## config.mk

```make
export PLATFORM = sky130hd
export DESIGN_NAME = chf_regs
export DESIGN_NICKNAME = d
export VERILOG_FILES = /design/src/chf_pkg.sv /design/src/chf_host_ctrl.sv /design/src/chf_fill_count.sv /design/src/chf_regs.sv
export SDC_FILE = /design/constraint.sdc
export NUM_CORES = 1
export LEC_CHECK = 0
export BUFFER_PORTS_ARGS = -buffer_cell sky130_fd_sc_hd__clkbuf_2
export CORE_MARGIN = 2
export CORE_UTILIZATION = 55
export DETAILED_ROUTE_END_ITERATION = 8
export HOLD_SLACK_MARGIN = 0.05
export PLACE_DENSITY_LB_ADDON = 0.25
export SLEW_MARGIN = 25
export SYNTH_ARGS = -nofsm -noshare
export SYNTH_HDL_FRONTEND = slang
export SYNTH_SLANG_ARGS = --single-unit
```

## constraint.sdc

```tcl
create_clock -name MCLK -period 4.9 [get_ports MCLK]
set_clock_uncertainty 0.1 [all_clocks]
set_input_delay 1.225 -clock MCLK [delete_from_list [all_inputs] [get_ports MCLK]]
set_output_delay 1.225 -clock MCLK [all_outputs]
set_load 0.005 [all_outputs]
```

## src/chf_pkg.sv

```systemverilog
// Package: register map, field positions, reset values and carriers
`default_nettype none
package chf_pkg;

    localparam logic [7:0] CHF_ADDR_CMD       = 8'h00;
    localparam logic [7:0] CHF_ADDR_HOST_CTRL = 8'h01;
    localparam logic [7:0] CHF_ADDR_QCTRL     = 8'h02;
    localparam logic [7:0] CHF_ADDR_QTHR      = 8'h03;
    localparam logic [7:0] CHF_ADDR_QFILL     = 8'h04;
    localparam logic [7:0] CHF_ADDR_QDATA     = 8'h05;

    localparam int CHF_CMD_STANDBY_BIT   = 7;
    localparam int CHF_CMD_RF_OFF_BIT    = 6;
    localparam int CHF_CMD_CODE_MSB      = 4;

    localparam int CHF_HC_UNLOCK_BIT     = 7;
    localparam int CHF_HC_HOST_BIT       = 6;
    localparam int CHF_HC_MODULE_BIT     = 5;
    localparam int CHF_HC_IF_MSB         = 3;
    localparam int CHF_HC_IF_LSB         = 2;

    localparam int CHF_QC_DEPTH_BIT      = 7;
    localparam int CHF_QC_NFULL_BIT      = 6;
    localparam int CHF_QC_NEMPTY_BIT     = 5;
    localparam int CHF_QC_CLEAR_BIT      = 4;
    localparam int CHF_QC_THR_MSB_BIT    = 2;

    localparam int CHF_CNT_W             = 10;
    localparam logic [9:0] CHF_CAP_SMALL = 10'h0ff;
    localparam logic [9:0] CHF_CAP_LARGE = 10'h200;

    localparam logic [7:0] CHF_RST_CMD       = 8'h00;
    localparam logic [7:0] CHF_RST_HOST_CTRL = 8'h00;
    localparam logic       CHF_RST_DEPTH     = 1'b0;
    localparam logic       CHF_RST_THR_MSB   = 1'b0;
    localparam logic [7:0] CHF_RST_THR       = 8'h00;

    typedef enum logic [3:0] {
        CHF_IF_OFF     = 4'b0001,
        CHF_IF_SPI     = 4'b0010,
        CHF_IF_TWO_RED = 4'b0100,
        CHF_IF_I2C     = 4'b1000
    } chf_if_t;

    typedef struct packed {
        logic       wr;
        logic       rd;
        logic [7:0] addr;
        logic [7:0] wdata;
    } chf_req_t;

    typedef struct packed {
        logic       host;
        logic       module_sel;
        logic [1:0] if_sel;
    } chf_own_t;

endpackage
`default_nettype wire

```

## src/chf_host_ctrl.sv

```systemverilog
// Host bus control register with unlock and ownership arbitration
`timescale 1ns/1ns
`default_nettype none
module chf_host_ctrl (
    input  wire logic             clk,
    input  wire logic             srst,
    input  wire logic             ce,
    input  wire logic             any_wr,
    input  wire logic             hc_wr,
    input  wire logic [7:0]       wdata,
    output logic                  unlock_q,
    output chf_pkg::chf_own_t     own_q
);
    import chf_pkg::*;

    logic       both_req;
    logic       host_q;
    logic       mod_q;
    logic [1:0] if_q;

    assign both_req = wdata[CHF_HC_HOST_BIT] & wdata[CHF_HC_MODULE_BIT];
    assign own_q    = '{host: host_q, module_sel: mod_q, if_sel: if_q};

    // unlock set and auto clear
    always_ff @(posedge clk) begin
        if (srst) begin
            unlock_q <= CHF_RST_HOST_CTRL[CHF_HC_UNLOCK_BIT];
        end else if (ce && any_wr) begin
            unlock_q <= !unlock_q && hc_wr && wdata[CHF_HC_UNLOCK_BIT];
        end
    end

    // guarded ownership
    always_ff @(posedge clk) begin
        if (srst) begin
            host_q <= CHF_RST_HOST_CTRL[CHF_HC_HOST_BIT];
            mod_q  <= CHF_RST_HOST_CTRL[CHF_HC_MODULE_BIT];
        end else if (ce && hc_wr && unlock_q && !both_req) begin
            host_q <= wdata[CHF_HC_HOST_BIT];
            mod_q  <= wdata[CHF_HC_MODULE_BIT];
        end
    end

    // interface select update
    always_ff @(posedge clk) begin
        if (srst) begin
            if_q <= CHF_RST_HOST_CTRL[CHF_HC_IF_MSB:CHF_HC_IF_LSB];
        end else if (ce && hc_wr && unlock_q) begin
            if_q <= wdata[CHF_HC_IF_MSB:CHF_HC_IF_LSB];
        end
    end

    AST_OWN_EXCL: assert property (@(posedge clk) disable iff (srst)
        !(own_q.host && own_q.module_sel))
        else $error("Both bus owners selected");

    AST_UNLOCK_AUTO_CLEAR: assert property (@(posedge clk)
        disable iff (srst)
        (ce && any_wr && unlock_q) |=> !unlock_q)
        else $error("Unlock not cleared by write");

    AST_LOCKED_OWN_HOLD: assert property (@(posedge clk)
        disable iff (srst)
        (ce && hc_wr && (!unlock_q || both_req))
        |=> ($stable(own_q.host) && $stable(own_q.module_sel)))
        else $error("Ownership changed without valid unlock");

endmodule
`default_nettype wire

```

## src/chf_fill_count.sv

```systemverilog
// Queue byte counter with near-full and near-empty alerts
`timescale 1ns/1ns
`default_nettype none
module chf_fill_count #(
    parameter int CNT_W = 10
) (
    input  wire logic             clk,
    input  wire logic             srst,
    input  wire logic             ce,
    input  wire logic             push,
    input  wire logic             pop,
    input  wire logic             clear,
    input  wire logic             depth_small,
    input  wire logic [8:0]       thr,
    output logic [CNT_W-1:0]      count_q,
    output logic                  near_full,
    output logic                  near_empty
);
    import chf_pkg::*;

    logic [CNT_W-1:0] cap;
    logic [CNT_W-1:0] thr_eff;
    logic             can_push;
    logic             can_pop;

    // capacity from depth select
    assign cap = depth_small ? CNT_W'(CHF_CAP_SMALL) : CNT_W'(CHF_CAP_LARGE);
    // extension bit only in large mode
    assign thr_eff = depth_small ? CNT_W'(thr[7:0]) : CNT_W'(thr);
    assign can_push = push && (count_q < cap);
    assign can_pop  = pop && (count_q != '0);

    // count update, clear wins
    always_ff @(posedge clk) begin
        if (srst) begin
            count_q <= '0;
        end else if (ce) begin
            if (clear) begin
                count_q <= '0;
            end else if (can_push && !can_pop) begin
                count_q <= count_q + CNT_W'(1);
            end else if (can_pop && !can_push) begin
                count_q <= count_q - CNT_W'(1);
            end
        end
    end

    // alert compare
    assign near_full  = (cap - count_q) <= thr_eff;
    assign near_empty = count_q <= thr_eff;

    AST_CLEAR_EMPTIES: assert property (@(posedge clk) disable iff (srst)
        (ce && clear) |=> (count_q == '0))
        else $error("Clear did not empty the queue");

    AST_PUSH_INC: assert property (@(posedge clk) disable iff (srst)
        (ce && !clear && can_push && !pop) |=> (count_q == $past(count_q) + 1))
        else $error("Push did not increment count");

    AST_POP_DEC: assert property (@(posedge clk) disable iff (srst)
        (ce && !clear && can_pop && !push) |=> (count_q == $past(count_q) - 1))
        else $error("Pop did not decrement count");

    AST_NEAR_EMPTY: assert property (@(posedge clk) disable iff (srst)
        (count_q == '0) |-> near_empty)
        else $error("Empty queue without near-empty alert");

endmodule
`default_nettype wire

```

## src/chf_regs.sv

```systemverilog
// Command, host control and queue configuration register front
// What this block does
// Writing 1 to command bit 7 enters power-down.
// Command bit 6 set powers down receiver and transmitter; read/write.
// Command bits 4..0 hold running command; write starts, device may update.
// Host control unlock bit 7 allows next change; next write clears it.
// Host ownership bit 6 set only after unlock, never with module bit.
// Module ownership bit 5 set only after unlock, never with host bit.
// Interface select bits 3..2: off, SPI, reduced two-wire, full I2C.
// Queue control bit 7: 1 gives 255 bytes, 0 gives 512.
// Host should change capacity only after the queue is cleared.
// Near-full bit 6 reads 1 when capacity minus count <= threshold.
// Near-empty bit 5 reads 1 when count <= threshold.
// Writing 1 to bit 4 empties the queue; bit reads 0.
// Queue control bit 2 is threshold bit 8, used in 512 mode only.
// Queue control bits 1..0 report count bits 9 and 8.
// Threshold register holds alert level bits 7..0 for both compares.
// Count rises on each data port write, falls on each read; the counter holds at capacity on a write and at 0 on a read.
// Reserved bits read 0 and ignore writes.
// Double ownership or unlocked-less write leaves ownership unchanged.
`timescale 1ns/1ns
`default_nettype none
module chf_regs #(
    parameter int CNT_W = 10
) (
    input  wire logic                MCLK,
    input  wire logic                SRST,
    input  wire logic                CE,
    input  wire chf_pkg::chf_req_t   REG_REQ,
    output logic [7:0]               REG_RDATA,
    output logic                     REG_RVALID,
    input  wire logic                CMD_UPDATE,
    input  wire logic [4:0]          CMD_NEXT,
    output logic                     CMD_START,
    output logic [4:0]               CMD_CODE,
    output logic                     POWER_DOWN,
    output logic                     RF_FRONTEND_OFF,
    output logic                     BUS_OWNER_HOST,
    output logic                     BUS_OWNER_MODULE,
    output chf_pkg::chf_if_t         SM_IF_MODE,
    output logic                     QUEUE_PUSH,
    output logic                     QUEUE_POP,
    output logic [7:0]               QUEUE_WDATA,
    input  wire logic [7:0]          QUEUE_RDATA,
    output logic                     QUEUE_CLEAR,
    output logic [CNT_W-1:0]         FILL_COUNT,
    output logic                     NEAR_FULL,
    output logic                     NEAR_EMPTY
);
    import chf_pkg::*;

    logic             wr_cmd;
    logic             wr_hc;
    logic             wr_qc;
    logic             wr_thr;
    logic             wr_data;
    logic             rd_data;
    logic             standby_q;
    logic             rf_off_q;
    logic [4:0]       cmd_q;
    logic             cmd_start_q;
    logic             depth_small_q;
    logic             thr_msb_q;
    logic [7:0]       thr_q;
    logic             push_q;
    logic             pop_q;
    logic             clear_q;
    logic [7:0]       qwdata_q;
    logic [7:0]       rdata_q;
    logic [7:0]       rdata_d;
    logic             rvalid_q;
    logic             unlock_q;
    chf_own_t         own_q;
    logic [CNT_W-1:0] count_q;
    logic             near_full;
    logic             near_empty;
    chf_if_t          if_mode;

    function automatic logic hit(input chf_req_t r, input logic [7:0] a);
        hit = r.addr == a;
    endfunction

    assign wr_cmd  = REG_REQ.wr && hit(REG_REQ, CHF_ADDR_CMD);
    assign wr_hc   = REG_REQ.wr && hit(REG_REQ, CHF_ADDR_HOST_CTRL);
    assign wr_qc   = REG_REQ.wr && hit(REG_REQ, CHF_ADDR_QCTRL);
    assign wr_thr  = REG_REQ.wr && hit(REG_REQ, CHF_ADDR_QTHR);
    assign wr_data = REG_REQ.wr && hit(REG_REQ, CHF_ADDR_QDATA);
    assign rd_data = REG_REQ.rd && !REG_REQ.wr
                     && hit(REG_REQ, CHF_ADDR_QDATA);

    // power-down bit
    always_ff @(posedge MCLK) begin
        if (SRST) begin
            standby_q <= CHF_RST_CMD[CHF_CMD_STANDBY_BIT];
        end else if (CE && wr_cmd) begin
            standby_q <= REG_REQ.wdata[CHF_CMD_STANDBY_BIT];
        end
    end

    // front end off bit
    always_ff @(posedge MCLK) begin
        if (SRST) begin
            rf_off_q <= CHF_RST_CMD[CHF_CMD_RF_OFF_BIT];
        end else if (CE && wr_cmd) begin
            rf_off_q <= REG_REQ.wdata[CHF_CMD_RF_OFF_BIT];
        end
    end

    // command field, host write wins
    always_ff @(posedge MCLK) begin
        if (SRST) begin
            cmd_q       <= CHF_RST_CMD[CHF_CMD_CODE_MSB:0];
            cmd_start_q <= 1'b0;
        end else if (CE) begin
            cmd_start_q <= wr_cmd;
            if (wr_cmd) begin
                cmd_q <= REG_REQ.wdata[CHF_CMD_CODE_MSB:0];
            end else if (CMD_UPDATE) begin
                cmd_q <= CMD_NEXT;
            end
        end
    end

    chf_host_ctrl u_host_ctrl (
        .clk      (MCLK),
        .srst     (SRST),
        .ce       (CE),
        .any_wr   (REG_REQ.wr),
        .hc_wr    (wr_hc),
        .wdata    (REG_REQ.wdata),
        .unlock_q (unlock_q),
        .own_q    (own_q)
    );

    // interface mode decode
    always_comb begin
        case (own_q.if_sel)
            2'h0: if_mode = CHF_IF_OFF;
            2'h1: if_mode = CHF_IF_SPI;
            2'h2: if_mode = CHF_IF_TWO_RED;
            2'h3: if_mode = CHF_IF_I2C;
            default: if_mode = CHF_IF_OFF;
        endcase
    end

    // queue control writable fields
    always_ff @(posedge MCLK) begin
        if (SRST) begin
            depth_small_q <= CHF_RST_DEPTH;
            thr_msb_q     <= CHF_RST_THR_MSB;
        end else if (CE && wr_qc) begin
            depth_small_q <= REG_REQ.wdata[CHF_QC_DEPTH_BIT];
            thr_msb_q     <= REG_REQ.wdata[CHF_QC_THR_MSB_BIT];
        end
    end

    // threshold register
    always_ff @(posedge MCLK) begin
        if (SRST) begin
            thr_q <= CHF_RST_THR;
        end else if (CE && wr_thr) begin
            thr_q <= REG_REQ.wdata;
        end
    end

    // queue strobes to the data store
    always_ff @(posedge MCLK) begin
        if (SRST) begin
            push_q   <= 1'b0;
            pop_q    <= 1'b0;
            clear_q  <= 1'b0;
            qwdata_q <= 8'h00;
        end else if (CE) begin
            push_q  <= wr_data;
            pop_q   <= rd_data;
            clear_q <= wr_qc && REG_REQ.wdata[CHF_QC_CLEAR_BIT];
            if (wr_data) begin
                qwdata_q <= REG_REQ.wdata;
            end
        end
    end

    chf_fill_count #(
        .CNT_W (CNT_W)
    ) u_fill_count (
        .clk         (MCLK),
        .srst        (SRST),
        .ce          (CE),
        .push        (wr_data),
        .pop         (rd_data),
        .clear       (wr_qc && REG_REQ.wdata[CHF_QC_CLEAR_BIT]),
        .depth_small (depth_small_q),
        .thr         ({thr_msb_q, thr_q}),
        .count_q     (count_q),
        .near_full   (near_full),
        .near_empty  (near_empty)
    );

    // read mux, reserved and unmapped read 0
    always_comb begin
        rdata_d = 8'h00;
        case (REG_REQ.addr)
            CHF_ADDR_CMD: begin
                rdata_d[CHF_CMD_STANDBY_BIT]      = standby_q;
                rdata_d[CHF_CMD_RF_OFF_BIT]       = rf_off_q;
                rdata_d[CHF_CMD_CODE_MSB:0]       = cmd_q;
            end
            CHF_ADDR_HOST_CTRL: begin
                rdata_d[CHF_HC_UNLOCK_BIT]        = unlock_q;
                rdata_d[CHF_HC_HOST_BIT]          = own_q.host;
                rdata_d[CHF_HC_MODULE_BIT]        = own_q.module_sel;
                rdata_d[CHF_HC_IF_MSB:CHF_HC_IF_LSB] = own_q.if_sel;
            end
            // queue control readback
            CHF_ADDR_QCTRL: begin
                rdata_d[CHF_QC_DEPTH_BIT]         = depth_small_q;
                rdata_d[CHF_QC_NFULL_BIT]         = near_full;
                rdata_d[CHF_QC_NEMPTY_BIT]        = near_empty;
                rdata_d[CHF_QC_THR_MSB_BIT]       = thr_msb_q;
                rdata_d[1:0]                      = count_q[9:8];
            end
            CHF_ADDR_QTHR: begin
                rdata_d = thr_q;
            end
            CHF_ADDR_QFILL: begin
                rdata_d = count_q[7:0];
            end
            CHF_ADDR_QDATA: begin
                rdata_d = QUEUE_RDATA;
            end
            default: begin
                rdata_d = 8'h00;
            end
        endcase
    end

    always_ff @(posedge MCLK) begin
        if (SRST) begin
            rdata_q  <= 8'h00;
            rvalid_q <= 1'b0;
        end else if (CE) begin
            rvalid_q <= REG_REQ.rd && !REG_REQ.wr;
            if (REG_REQ.rd && !REG_REQ.wr) begin
                rdata_q <= rdata_d;
            end
        end
    end

    assign REG_RDATA        = rdata_q;
    assign REG_RVALID       = rvalid_q;
    assign CMD_START        = cmd_start_q;
    assign CMD_CODE         = cmd_q;
    assign POWER_DOWN       = standby_q;
    assign RF_FRONTEND_OFF  = rf_off_q;
    assign BUS_OWNER_HOST   = own_q.host;
    assign BUS_OWNER_MODULE = own_q.module_sel;
    assign SM_IF_MODE       = if_mode;
    assign QUEUE_PUSH       = push_q;
    assign QUEUE_POP        = pop_q;
    assign QUEUE_WDATA      = qwdata_q;
    assign QUEUE_CLEAR      = clear_q;
    assign FILL_COUNT       = count_q;
    assign NEAR_FULL        = near_full;
    assign NEAR_EMPTY       = near_empty;

    AST_STANDBY_WRITE: assert property (@(posedge MCLK) disable iff (SRST)
        (CE && wr_cmd && REG_REQ.wdata[7]) |=> POWER_DOWN)
        else $error("Power-down not entered");

    AST_RF_OFF_WRITE: assert property (@(posedge MCLK) disable iff (SRST)
        (CE && wr_cmd) |=> (RF_FRONTEND_OFF == $past(REG_REQ.wdata[6])))
        else $error("Front end off bit not stored");

    AST_CMD_START: assert property (@(posedge MCLK) disable iff (SRST)
        (CE && wr_cmd) |=> (CMD_START && CMD_CODE == $past(REG_REQ.wdata[4:0])))
        else $error("Command write did not start command");

    AST_CLEAR_READS_ZERO: assert property (@(posedge MCLK)
        disable iff (SRST)
        (CE && REG_REQ.rd && !REG_REQ.wr && REG_REQ.addr == CHF_ADDR_QCTRL)
        |=> (REG_RVALID && REG_RDATA[4:3] == 2'b00))
        else $error("Write-only or reserved queue bits read nonzero");

    AST_NEAR_FULL_CMP: assert property (@(posedge MCLK) disable iff (SRST)
        (depth_small_q && (10'h0ff - count_q) <= {2'b00, thr_q}) |-> NEAR_FULL)
        else $error("Near-full alert missing");

    AST_HC_RSVD_ZERO: assert property (@(posedge MCLK) disable iff (SRST)
        (CE && REG_REQ.rd && !REG_REQ.wr && REG_REQ.addr == CHF_ADDR_HOST_CTRL)
        |=> (REG_RDATA[4] == 1'b0 && REG_RDATA[1:0] == 2'b00))
        else $error("Reserved host control bits read nonzero");

    AST_CLEAR_PULSE: assert property (@(posedge MCLK)
        disable iff (SRST)
        (CE && wr_qc && REG_REQ.wdata[CHF_QC_CLEAR_BIT]) |=> QUEUE_CLEAR)
        else $error("Clear write gave no clear pulse");

    AST_COUNT_MSBS_READ: assert property (@(posedge MCLK)
        disable iff (SRST)
        (CE && REG_REQ.rd && !REG_REQ.wr && REG_REQ.addr == CHF_ADDR_QCTRL)
        |=> (REG_RDATA[1:0] == $past(count_q[9:8])))
        else $error("Count high bits not reported");

    AST_THR_STORE: assert property (@(posedge MCLK)
        disable iff (SRST)
        (CE && wr_thr) |=> (thr_q == $past(REG_REQ.wdata)))
        else $error("Threshold write not stored");

endmodule
`default_nettype wire

```

==> results of run 1 <==
## stage by stage
| step | setup slack (ns) | hold slack, ns | power [mW] | instances | util |
|---|---|---|---|---|---|
| global route | 0.0319 | 0.422 | 0.799 | 595 | 0.667 |
| CTS | 0.234 | 0.384 | 0.773 | 595 | 0.667 |
| detailed placement | 0.299 | 0.367 | 0.523 | 588 | 0.653 |
| global placement | 0.494 | 0.357 | 0.521 | 588 | 0.653 |
| floorplan | 0.436 | 0.360 | 0.490 | 437 | - |
| finish | 0.221 | 0.380 | 0.772 | 595 | 0.667 |
## sequential cells by signal, summed over array words and instances, names as in the netlist
name                  flops
thr_q                     8
QUEUE_PUSH                1
u_host_ctrl.if_q          2
QUEUE_CLEAR               1
QUEUE_WDATA               8
thr_msb_q                 1
CMD_CODE                  5
depth_small_q             1
POWER_DOWN                1
u_host_ctrl.mod_q         1
u_fill_count.count_q     10
CMD_START                 1
u_host_ctrl.unlock_q      1
REG_RDATA                 8
QUEUE_POP                 1
REG_RVALID                1
u_host_ctrl.host_q        1
RF_FRONTEND_OFF           1
## Yosys cell counts (2+ instances only)
library cell and count:
nor2_1 59, dfxtp_1 53, a21oi_1 36, ha_1 36, mux2i_1 32, inv_1 28
nand2_1 23, o21ai_0 14, a21o_1 11, xnor2_1 11, nand3_1 10, nor2b_1 10
a22oi_1 9, clkbuf_1 8, a31oi_1 6, nand2b_1 5, nand4_1 5, nor3_1 5
a22o_1 4, buf_2 4, mux2_2 4, a211oi_1 3, and2_1 3, buf_1 3
nor4_1 3, o21a_1 3, o21bai_1 3, o22ai_1 3, xor2_1 3, fa_1 2
mux4_2 2, nand3b_1 2, nand4b_1 2, o31ai_1 2, o41ai_1 2
## worst min-delay path: cells and delay by family, from the launching register on
kind	cells	cell delay (ns)
flip-flops	1	0.32
AO/OA/AOI/OAI	1	0.06
AND/OR/NAND/NOR	1	0.06
## power breakdown
part / switching [mW] / internal (mW)
clock network: 0.145 / 0.112
logic: 0.0480 / 0.0316
registers: 0.00206 / 0.433
## cell families after synthesis
kind of cell / synth area share
AO/OA/AOI/OAI: 0.197
XOR/XNOR: 0.0332
flip-flops: 0.287
buffers and inverters: 0.0481
adder cells (fa/ha/maj): 0.133
AND/OR/NAND/NOR: 0.191
multiplexers: 0.111
## final cells by class
type	instances	share of cell area
multi-input combinational	340	0.573
clock buffer	6	0.0193
sequential	53	0.248
inverter	28	0.0245
clock inverter	1	0.00175
timing repair buffer	90	0.111
tap	77	0.0225
## worst max-delay path by stage
| stage | slack [ns] | to | depth (start not counted) |
|---|---|---|---|
| CTS | 0.23 | NEAR_FULL | 14 |
| floorplan | 0.44 | u_fill_count.count_q[9] | 14 |
| global placement | 0.49 | u_fill_count.count_q[9] | 14 |
| finish | 0.22 | NEAR_FULL | 14 |
| detailed placement | 0.30 | u_fill_count.count_q[9] | 14 |
| global route | 0.03 | NEAR_FULL | 14 |
## routing by layer
layer	vias up	share of wire	track usage
met1	1669	0.44	0.401
met5	-	0	0
li1	1735	-	-
met3	17	0.086	0.0577
met4	0	0.024	0.110
met2	184	0.45	0.462
## cell usage in the layout, fill, tap and decap left out, drive strengths merged, types with 3 or more instances in the layout
master,synthesis,final
mux2,4,4
o21a,3,3
a22oi,9,9
a21oi,36,36
nor2,61,61
nand3,10,10
inv,28,28
o22ai,3,3
clkbuf,8,86
o21bai,3,3
dfxtp,53,53
xor2,3,3
nor2b,10,10
a211oi,3,3
ha,36,36
and2,3,3
mux2i,32,32
xnor2,11,11
nand2b,5,5
a31oi,6,6
nor4,4,4
nand4,5,5
buf,8,10
nor3,5,5
a22o,4,4
a21o,11,11
o21ai,14,14
nand2,24,24
==> impl_metrics.yaml, run 1 <==
run_status:
  status: "finished clean"
critical_path:
  cpLargestDelayFamily: "compound AO/OA/AOI/OAI gates"
  reg2regPathDepth: 18
  r2r_slack_ns: 0.38
  worstSetupPathType: "reg -> out"
  crit_required_ns: 3.58
  crit_buf_inv: 2
  startpoint: "u_fill_count.count_q[1]"
  r2r-start: "depth_small_q"
  cp_slowest_cell: "dfxtp_1"
  cpPeakStageDelay_ns: 0.60
  worstPathCellList: "inv_1, ha_1, nor2b_1, o31a_1, o21ai_0, nand2b_1, a31oi_1, xnor2_1, ha_1, a21o_1, a21oi_1, a21oi_1, nor2_1, clkbuf_2"
  critPathArrivalTime_ns: 3.35
  startpoint_type: "flop"
  cp_max_fo: 8
  cp-end-kind: "output pin"
  worst_r2r_endpoint: "u_fill_count.count_q[8]"
clock_network:
  tritoncts: "built"
  holdBufCountCts: 0
  h-tree-depth: 2
  clock_sinks: 53
  cts_resized: 0
  cts_root_buf: "clkbuf_8"
  clk_latency_ns: 0.31
  cts_made_buffers: 5
  clkTransAtPathRegs_ns: 0.10
  clock_path_buffers: 2
  cts_setup_buffers: 0
power_and_ir_drop:
  vdd_drop_max_uv: 133
  power.density_mw_per_mm2: 180
  p_leak_nw: 1.91
die:
  initial_core_util: 0.575
  io_pins: 81
  die_w_um: 86.0
  die_area_mm2: 0.00739
  core-area_mm2: 0.00642
  row_count: 29
  die_h_um: 86.0
yosys:
  yosys-top-cells-area: "dfxtp_1 29%, ha_1 12%, mux2i_1 8.7%, nor2_1 6.0%, a21oi_1 4.9%"
  synth_top_area_frac: 0.287
  synth-edff-count: 0
  ys_seq_area_frac: 0.287
  synth_cells: 437
  synth_ff_type: "dfxtp_1"
  synth-warning-count: 0
  synthArstFlopShare: 0
  synth_area_mm2: 0.00370
  synthDistinctLibCells: 63
  syn_nets: 510
  ys_ff_latch: 53
  synth_top_area_cell: "dfxtp_1"
  synth_area_per_cell_um2: 8.46
min_path:
  holdPathStages: 2
  hold_path_class: "reg -> reg"
  holdPathEnd: "REG_RVALID"
  min_from: "REG_RVALID"
timing:
  fin_crit_sh: 0.955
  fmax_mhz: 214
  rsz0062_at_grt: "no"
  tns_ns: 0
  finalWorstPathRequiredPeriod_ns: 4.68
  slew-limit-headroom: 0.320
  setup_viol: 0
  finalMaxSlewViolations: 0
  tightest_slew_ns: 1.02
  hold_viol_final: 0
grt:
  grt_usage: 0.294
  grt_max_degree: 51
  grt_pass1_wl_um: 17300
  antenna_found_initial: 0
  grt_overflow: 0
  grt_pass1_vias: 3433
routing:
  wl_per_cell_um: 17.7
  postRouteAntennaNets: 0
  vias_per_cell: 6.06
  vias: 3605
  drtIter0Drc: 339
  drc_errors: 0
  drt-pass1-iter-count: 5
  wirelength_um: 10600
placement:
  io_buffers: 80
  dpl_cell_area_mm2: 0.00420
  place_congestion: 0.925
  dp_hpwl_um: 8190
layout:
  regArea_mm2: 0.00106
  n_fill_cell: 548
  drive_above_1_share: 0.210
  multiInputGateArea_mm2: 0.00246
  num-nets-final: 591
  fin_area_mm2: 0.00429
  antenna_cells: 0
  area_delta_synth_final_pct: 15.9
job:
  drv_cap: 0
No activity file was read; power rests on OpenSTA's default activity.
==> run 2, diff against run 1 <==
--- a/config.mk
+++ b/config.mk
@@ -7,7 +7,8 @@
 export LEC_CHECK = 0
 export BUFFER_PORTS_ARGS = -buffer_cell sky130_fd_sc_hd__clkbuf_2
 export CORE_MARGIN = 2
-export CORE_UTILIZATION = 55
+export CORE_UTILIZATION = 57
+export CTS_BUF_LIST = sky130_fd_sc_hd__clkbuf_4
 export DETAILED_ROUTE_END_ITERATION = 8
 export HOLD_SLACK_MARGIN = 0.05
 export PLACE_DENSITY_LB_ADDON = 0.25
==> impl_metrics.yaml, run 2 (same netlist as run 1, synthesis figures left out) <==
run_status:
  status: "finished clean"
layout:
  final_cell_mix: "79 x clkbuf_2, 59 x nor2_1, 53 x dfxtp_1"
  drive_above_1_share: 0.208
  layout_commonest_cell: "clkbuf_2"
  fin_area_mm2: 0.00425
  layoutNonFillerInstCount: 595
  max_flop_register: "u_fill_count.count_q"
  utilization: 0.673
  largest_reg_flops: 10
  area_delta_synth_final_pct: 14.9
  antenna_cells: 0
  num-nets-final: 590
die:
  initial_core_util: 0.585
  core-area_mm2: 0.00631
  die_area_mm2: 0.00714
  io_pins: 81
  die_h_um: 84.5
  row_count: 29
  die_w_um: 84.5
clock_network:
  cts_root_buf: "clkbuf_4"
  clkTransAtPathRegs_ns: 0.16
  cts_resized: 0
  clock_path_buffers: 2
  tritoncts: "built"
  holdBufCountCts: 0
  cts_setup_buffers: 0
  h-tree-depth: 2
  clock_sinks: 53
  cts_made_buffers: 5
  clk_latency_ns: 0.39
placement:
  io_buffers: 80
  dp_slack_ns: 0.174
  dp_hpwl_um: 7920
  dpl_cell_area_mm2: 0.00419
  dp.cells: 587
  place_congestion: 0.935
routing:
  wirelength_um: 10200
  postRouteAntennaNets: 0
  vias: 3638
  drc_errors: 0
  vias_per_cell: 6.11
  wl_per_cell_um: 17.1
  drtIter0Drc: 243
  drt-pass1-iter-count: 5
power_and_ir_drop:
  p_total_mw: 0.726
  p_leak_nw: 1.89
  power.density_mw_per_mm2: 171
  vdd_drop_max_uv: 168
critical_path:
  cp_max_fo: 7
  cp-end-kind: "output pin"
  cp_slowest_cell: "dfxtp_1"
  worstSetupPathType: "reg -> out"
  critPathArrivalTime_ns: 3.29
  startpoint_type: "flop"
  crit_required_ns: 3.58
  worstPathCellList: "inv_1, ha_1, or4_1, o21ai_0, a21oi_1, xnor2_1, ha_1, nand3_1, o21bai_1, a21oi_1, nor2_1, clkbuf_2"
  cpPeakStageDelay_ns: 0.59
job:
  drv_cap: 0
grt:
  antenna_found_initial: 0
  grt_max_degree: 51
  grt_pass1_vias: 3408
  grt_usage: 0.288
  grt_pass1_wl_um: 16600
  grt_overflow: 0
timing:
  setup_viol: 0
  finalWorstPathRequiredPeriod_ns: 4.62
  fin_crit_sh: 0.943
  finalMaxSlewViolations: 0
  fmax_mhz: 217
  tightest_slew_ns: 0.921
  rsz0062_at_grt: "no"
  hold_viol_final: 0
  hold_slack_ns: 0.380
  worst_slack_ns: 0.281
  tns_ns: 0
  slew-limit-headroom: 0.384
min_path:
  hold_path_class: "reg -> reg"
[run 2: layout make-up]
class,count,area [µm²]
Multi-Input combinational cell,340,2460
Inverter,28,105
Fill cell,546,2070
Clock buffer,5,37.5
Tap cell,77,96.3
Clock inverter,3,21.3
Sequential cell,53,1060
Timing Repair Buffer,89,468
[run 2: power breakdown]
| group | internal, mW | switching, mW | leakage, nW |
|---|---|---|---|
| sequential | 0.434 | 0.00231 | 0.427 |
| clock | 0.0576 | 0.153 | 0.0332 |
| combinational | 0.0316 | 0.0470 | 1.43 |
[run 2: worst max-delay path, delay by kind of cell (launching register included)]
family	cells	cell delay, ns
flip-flops	1	0.59
AND/OR/NAND/NOR	3	0.68
buffers and inverters	2	0.20
adder cells (fa/ha/maj)	2	0.68
XOR/XNOR	1	0.16
AO/OA/AOI/OAI	4	0.59
[run 2: metal layers]
metal  track usage  wire [µm]  part of all wire  vias to the layer above
li1              -          -                 -                     1743
met1         0.383       4370              0.43                     1712
met2         0.470       4780              0.47                      155
met3        0.0364        649             0.064                       28
met4         0.126        369             0.036                        0
met5             0          0                 0                        -
[run 2: final timing paths]
check                                              from                 endpoint  slack (ns)  depth (start not counted)
worst min-delay path                         REG_RVALID               REG_RVALID        0.38                          2
worst max-delay path            u_fill_count.count_q[5]                NEAR_FULL        0.28                         12
worst min register to register               REG_RVALID               REG_RVALID        0.38                          2
worst max register to register  u_fill_count.count_q[5]  u_fill_count.count_q[9]        0.47                         16
==> run 3, diff against run 2 <==
--- a/config.mk
+++ b/config.mk
@@ -12,6 +12,7 @@
 export DETAILED_ROUTE_END_ITERATION = 8
 export HOLD_SLACK_MARGIN = 0.05
 export PLACE_DENSITY_LB_ADDON = 0.25
+export RECOVER_POWER = 50
 export SLEW_MARGIN = 25
 export SYNTH_ARGS = -nofsm -noshare
 export SYNTH_HDL_FRONTEND = slang
==> constraint.sdc (replaced) <==
create_clock -name MCLK -period 4.7 [get_ports MCLK]
set_clock_uncertainty 0.1 [all_clocks]
set_input_delay 1.175 -clock MCLK [delete_from_list [all_inputs] [get_ports MCLK]]
set_output_delay 1.175 -clock MCLK [all_outputs]
set_load 0.005 [all_outputs]
==> impl_metrics.yaml, run 3 (same netlist as run 1, synthesis figures left out) <==
run_status:
  status: "finished clean"
die:
  die_area_mm2: 0.00714
  die_h_um: 84.5
  initial_core_util: 0.585
  io_pins: 81
  row_count: 29
  die_w_um: 84.5
  core-area_mm2: 0.00631
timing:
  hold_slack_ns: 0.398
  fin_crit_sh: 0.960
  worst_slack_ns: 0.189
  finalWorstPathRequiredPeriod_ns: 4.51
  setup_viol: 0
  slew-limit-headroom: 0.330
  hold_viol_final: 0
  tightest_slew_ns: 1.01
  tns_ns: 0
  finalMaxSlewViolations: 0
  fmax_mhz: 222
critical_path:
  cp_max_fo: 4
  reg2regPathDepth: 18
  worstSetupPathType: "reg -> out"
  cpPeakStageDelay_ns: 0.36
  cp_slowest_cell: "o21ai_0"
  r2r_slack_ns: 0.30
  worst_r2r_endpoint: "u_fill_count.count_q[9]"
  worstPathCellList: "inv_1, ha_1, fa_2, nor2b_1, o21a_1, o21ai_0, nand2b_1, a21oi_1, xnor2_1, ha_1, nand3_2, o21bai_1, a21oi_1, nor2_1, clkbuf_2"
  startpoint_type: "flop"
  r2r-start: "depth_small_q"
  cp-end-kind: "output pin"
  critPathArrivalTime_ns: 3.24
  crit_required_ns: 3.42
placement:
  io_buffers: 80
  dp.cells: 588
  dp_hpwl_um: 7930
  dp_slack_ns: 0.139
  place_congestion: 0.905
routing:
  dr_wl_met3_um: 617
  postRouteAntennaNets: 0
  vias: 3605
  drc_errors: 0
  wl_per_cell_um: 17.3
  wirelength_met1_um: 4580
  highest_layer: "met4"
  wirelength_um: 10300
  vias_per_cell: 6.05
  drt-pass1-iter-count: 5
  drtIter0Drc: 226
  wl_met2_um: 4890
layout:
  max_flop_register: "u_fill_count.count_q"
  layout_commonest_cell: "clkbuf_2"
  largest_reg_flops: 10
  final_cell_mix: "64 x clkbuf_2, 59 x nor2_1, 52 x dfxtp_1"
  area_delta_synth_final_pct: 15.3
  antenna_cells: 0
  num-nets-final: 591
  layoutNonFillerInstCount: 596
  drive_above_1_share: 0.181
power_and_ir_drop:
  p_total_mw: 0.818
  p_leak_nw: 1.85
  power.density_mw_per_mm2: 192
  vdd_drop_max_uv: 146
grt:
  grt_pass1_wl_um: 16500
  grt_usage: 0.287
  grt_max_degree: 51
  antenna_found_initial: 0
  grt_pass1_vias: 3373
  grt_overflow: 0
clock_network:
  clock_sinks: 53
  clk_latency_ns: 0.39
  holdBufCountCts: 0
  tritoncts: "built"
  clkTransAtPathRegs_ns: 0.17
  clock_path_buffers: 2
  h-tree-depth: 2
  cts_made_buffers: 5
  cts_root_buf: "clkbuf_4"
job:
  drv_cap: 0
min_path:
  holdPathEnd: "REG_RVALID"
  hold_path_class: "reg -> reg"
  min_from: "REG_RVALID"
  holdPathStages: 2
run 3: cell count changes in the layout (fill, tap and decap cells not counted), sizes merged:
cell,previous run,this run
buf,10,6
bufinv,0,1
clkinv,2,0
inv,29,30
clkbuf,84,89
run 3: per-stage QoR:
step | cell area [µm²] | utilization
2_1_floorplan | 3700 | -
3_3_place_gp | 4200 | 0.664
3_5_place_dp | 4200 | 0.664
4_1_cts | 4280 | 0.678
5_1_grt | 4260 | 0.675
6_report | 4260 | 0.675
run 3: worst max-delay path by stage:
stage	start	slack (ns)	end
floorplan	REG_REQ[10]	0.29	u_fill_count.count_q[9]
global placement	REG_REQ[13]	0.32	u_fill_count.count_q[9]
detailed placement	REG_REQ[13]	0.14	u_fill_count.count_q[9]
CTS	u_fill_count.count_q[1]	0.04	NEAR_FULL
global route	depth_small_q	-0.04	NEAR_FULL
finish	depth_small_q	0.19	NEAR_FULL
run 3: critical path: cells and delay by family (launching register included):
family          cells  cell delay [ns]
compound gates      5             1.07
fa+ha+maj           3             0.75
flops               1             0.35
simple gates        4             0.31
buf+inv             2             0.28
xor+xnor            1             0.08
run 3: repair_timing:
action	in CTS	in global routing
gates resized for setup	0	9
setup buffers	0	0
endpoints found under the setup margin	0	3
run 3: routing by layer:
layer  track usage  vias to the layer above
met5             0                        -
met4         0.102                        0
met3        0.0364                       14
met2         0.470                      146
met1         0.389                     1709
li1              -                     1736
run 3: cell type report:
| class | instances | area, µm² |
|---|---|---|
| inverters | 28 | 105 |
| multi-input cells | 340 | 2470 |
| repair buffers | 90 | 437 |
| clock inverters | 3 | 47.5 |
| fillers | 565 | 2050 |
| flip-flops and latches | 53 | 1060 |
| well taps | 77 | 96.3 |
| clock buffers | 5 | 37.5 |
run 3: where the power goes:
group          switching [mW]  internal [mW]  total [mW]
Combinational          0.0487         0.0327      0.0814
Sequential            0.00235          0.452       0.454
Clock                   0.166          0.116       0.282
Total                   0.217          0.601       0.818
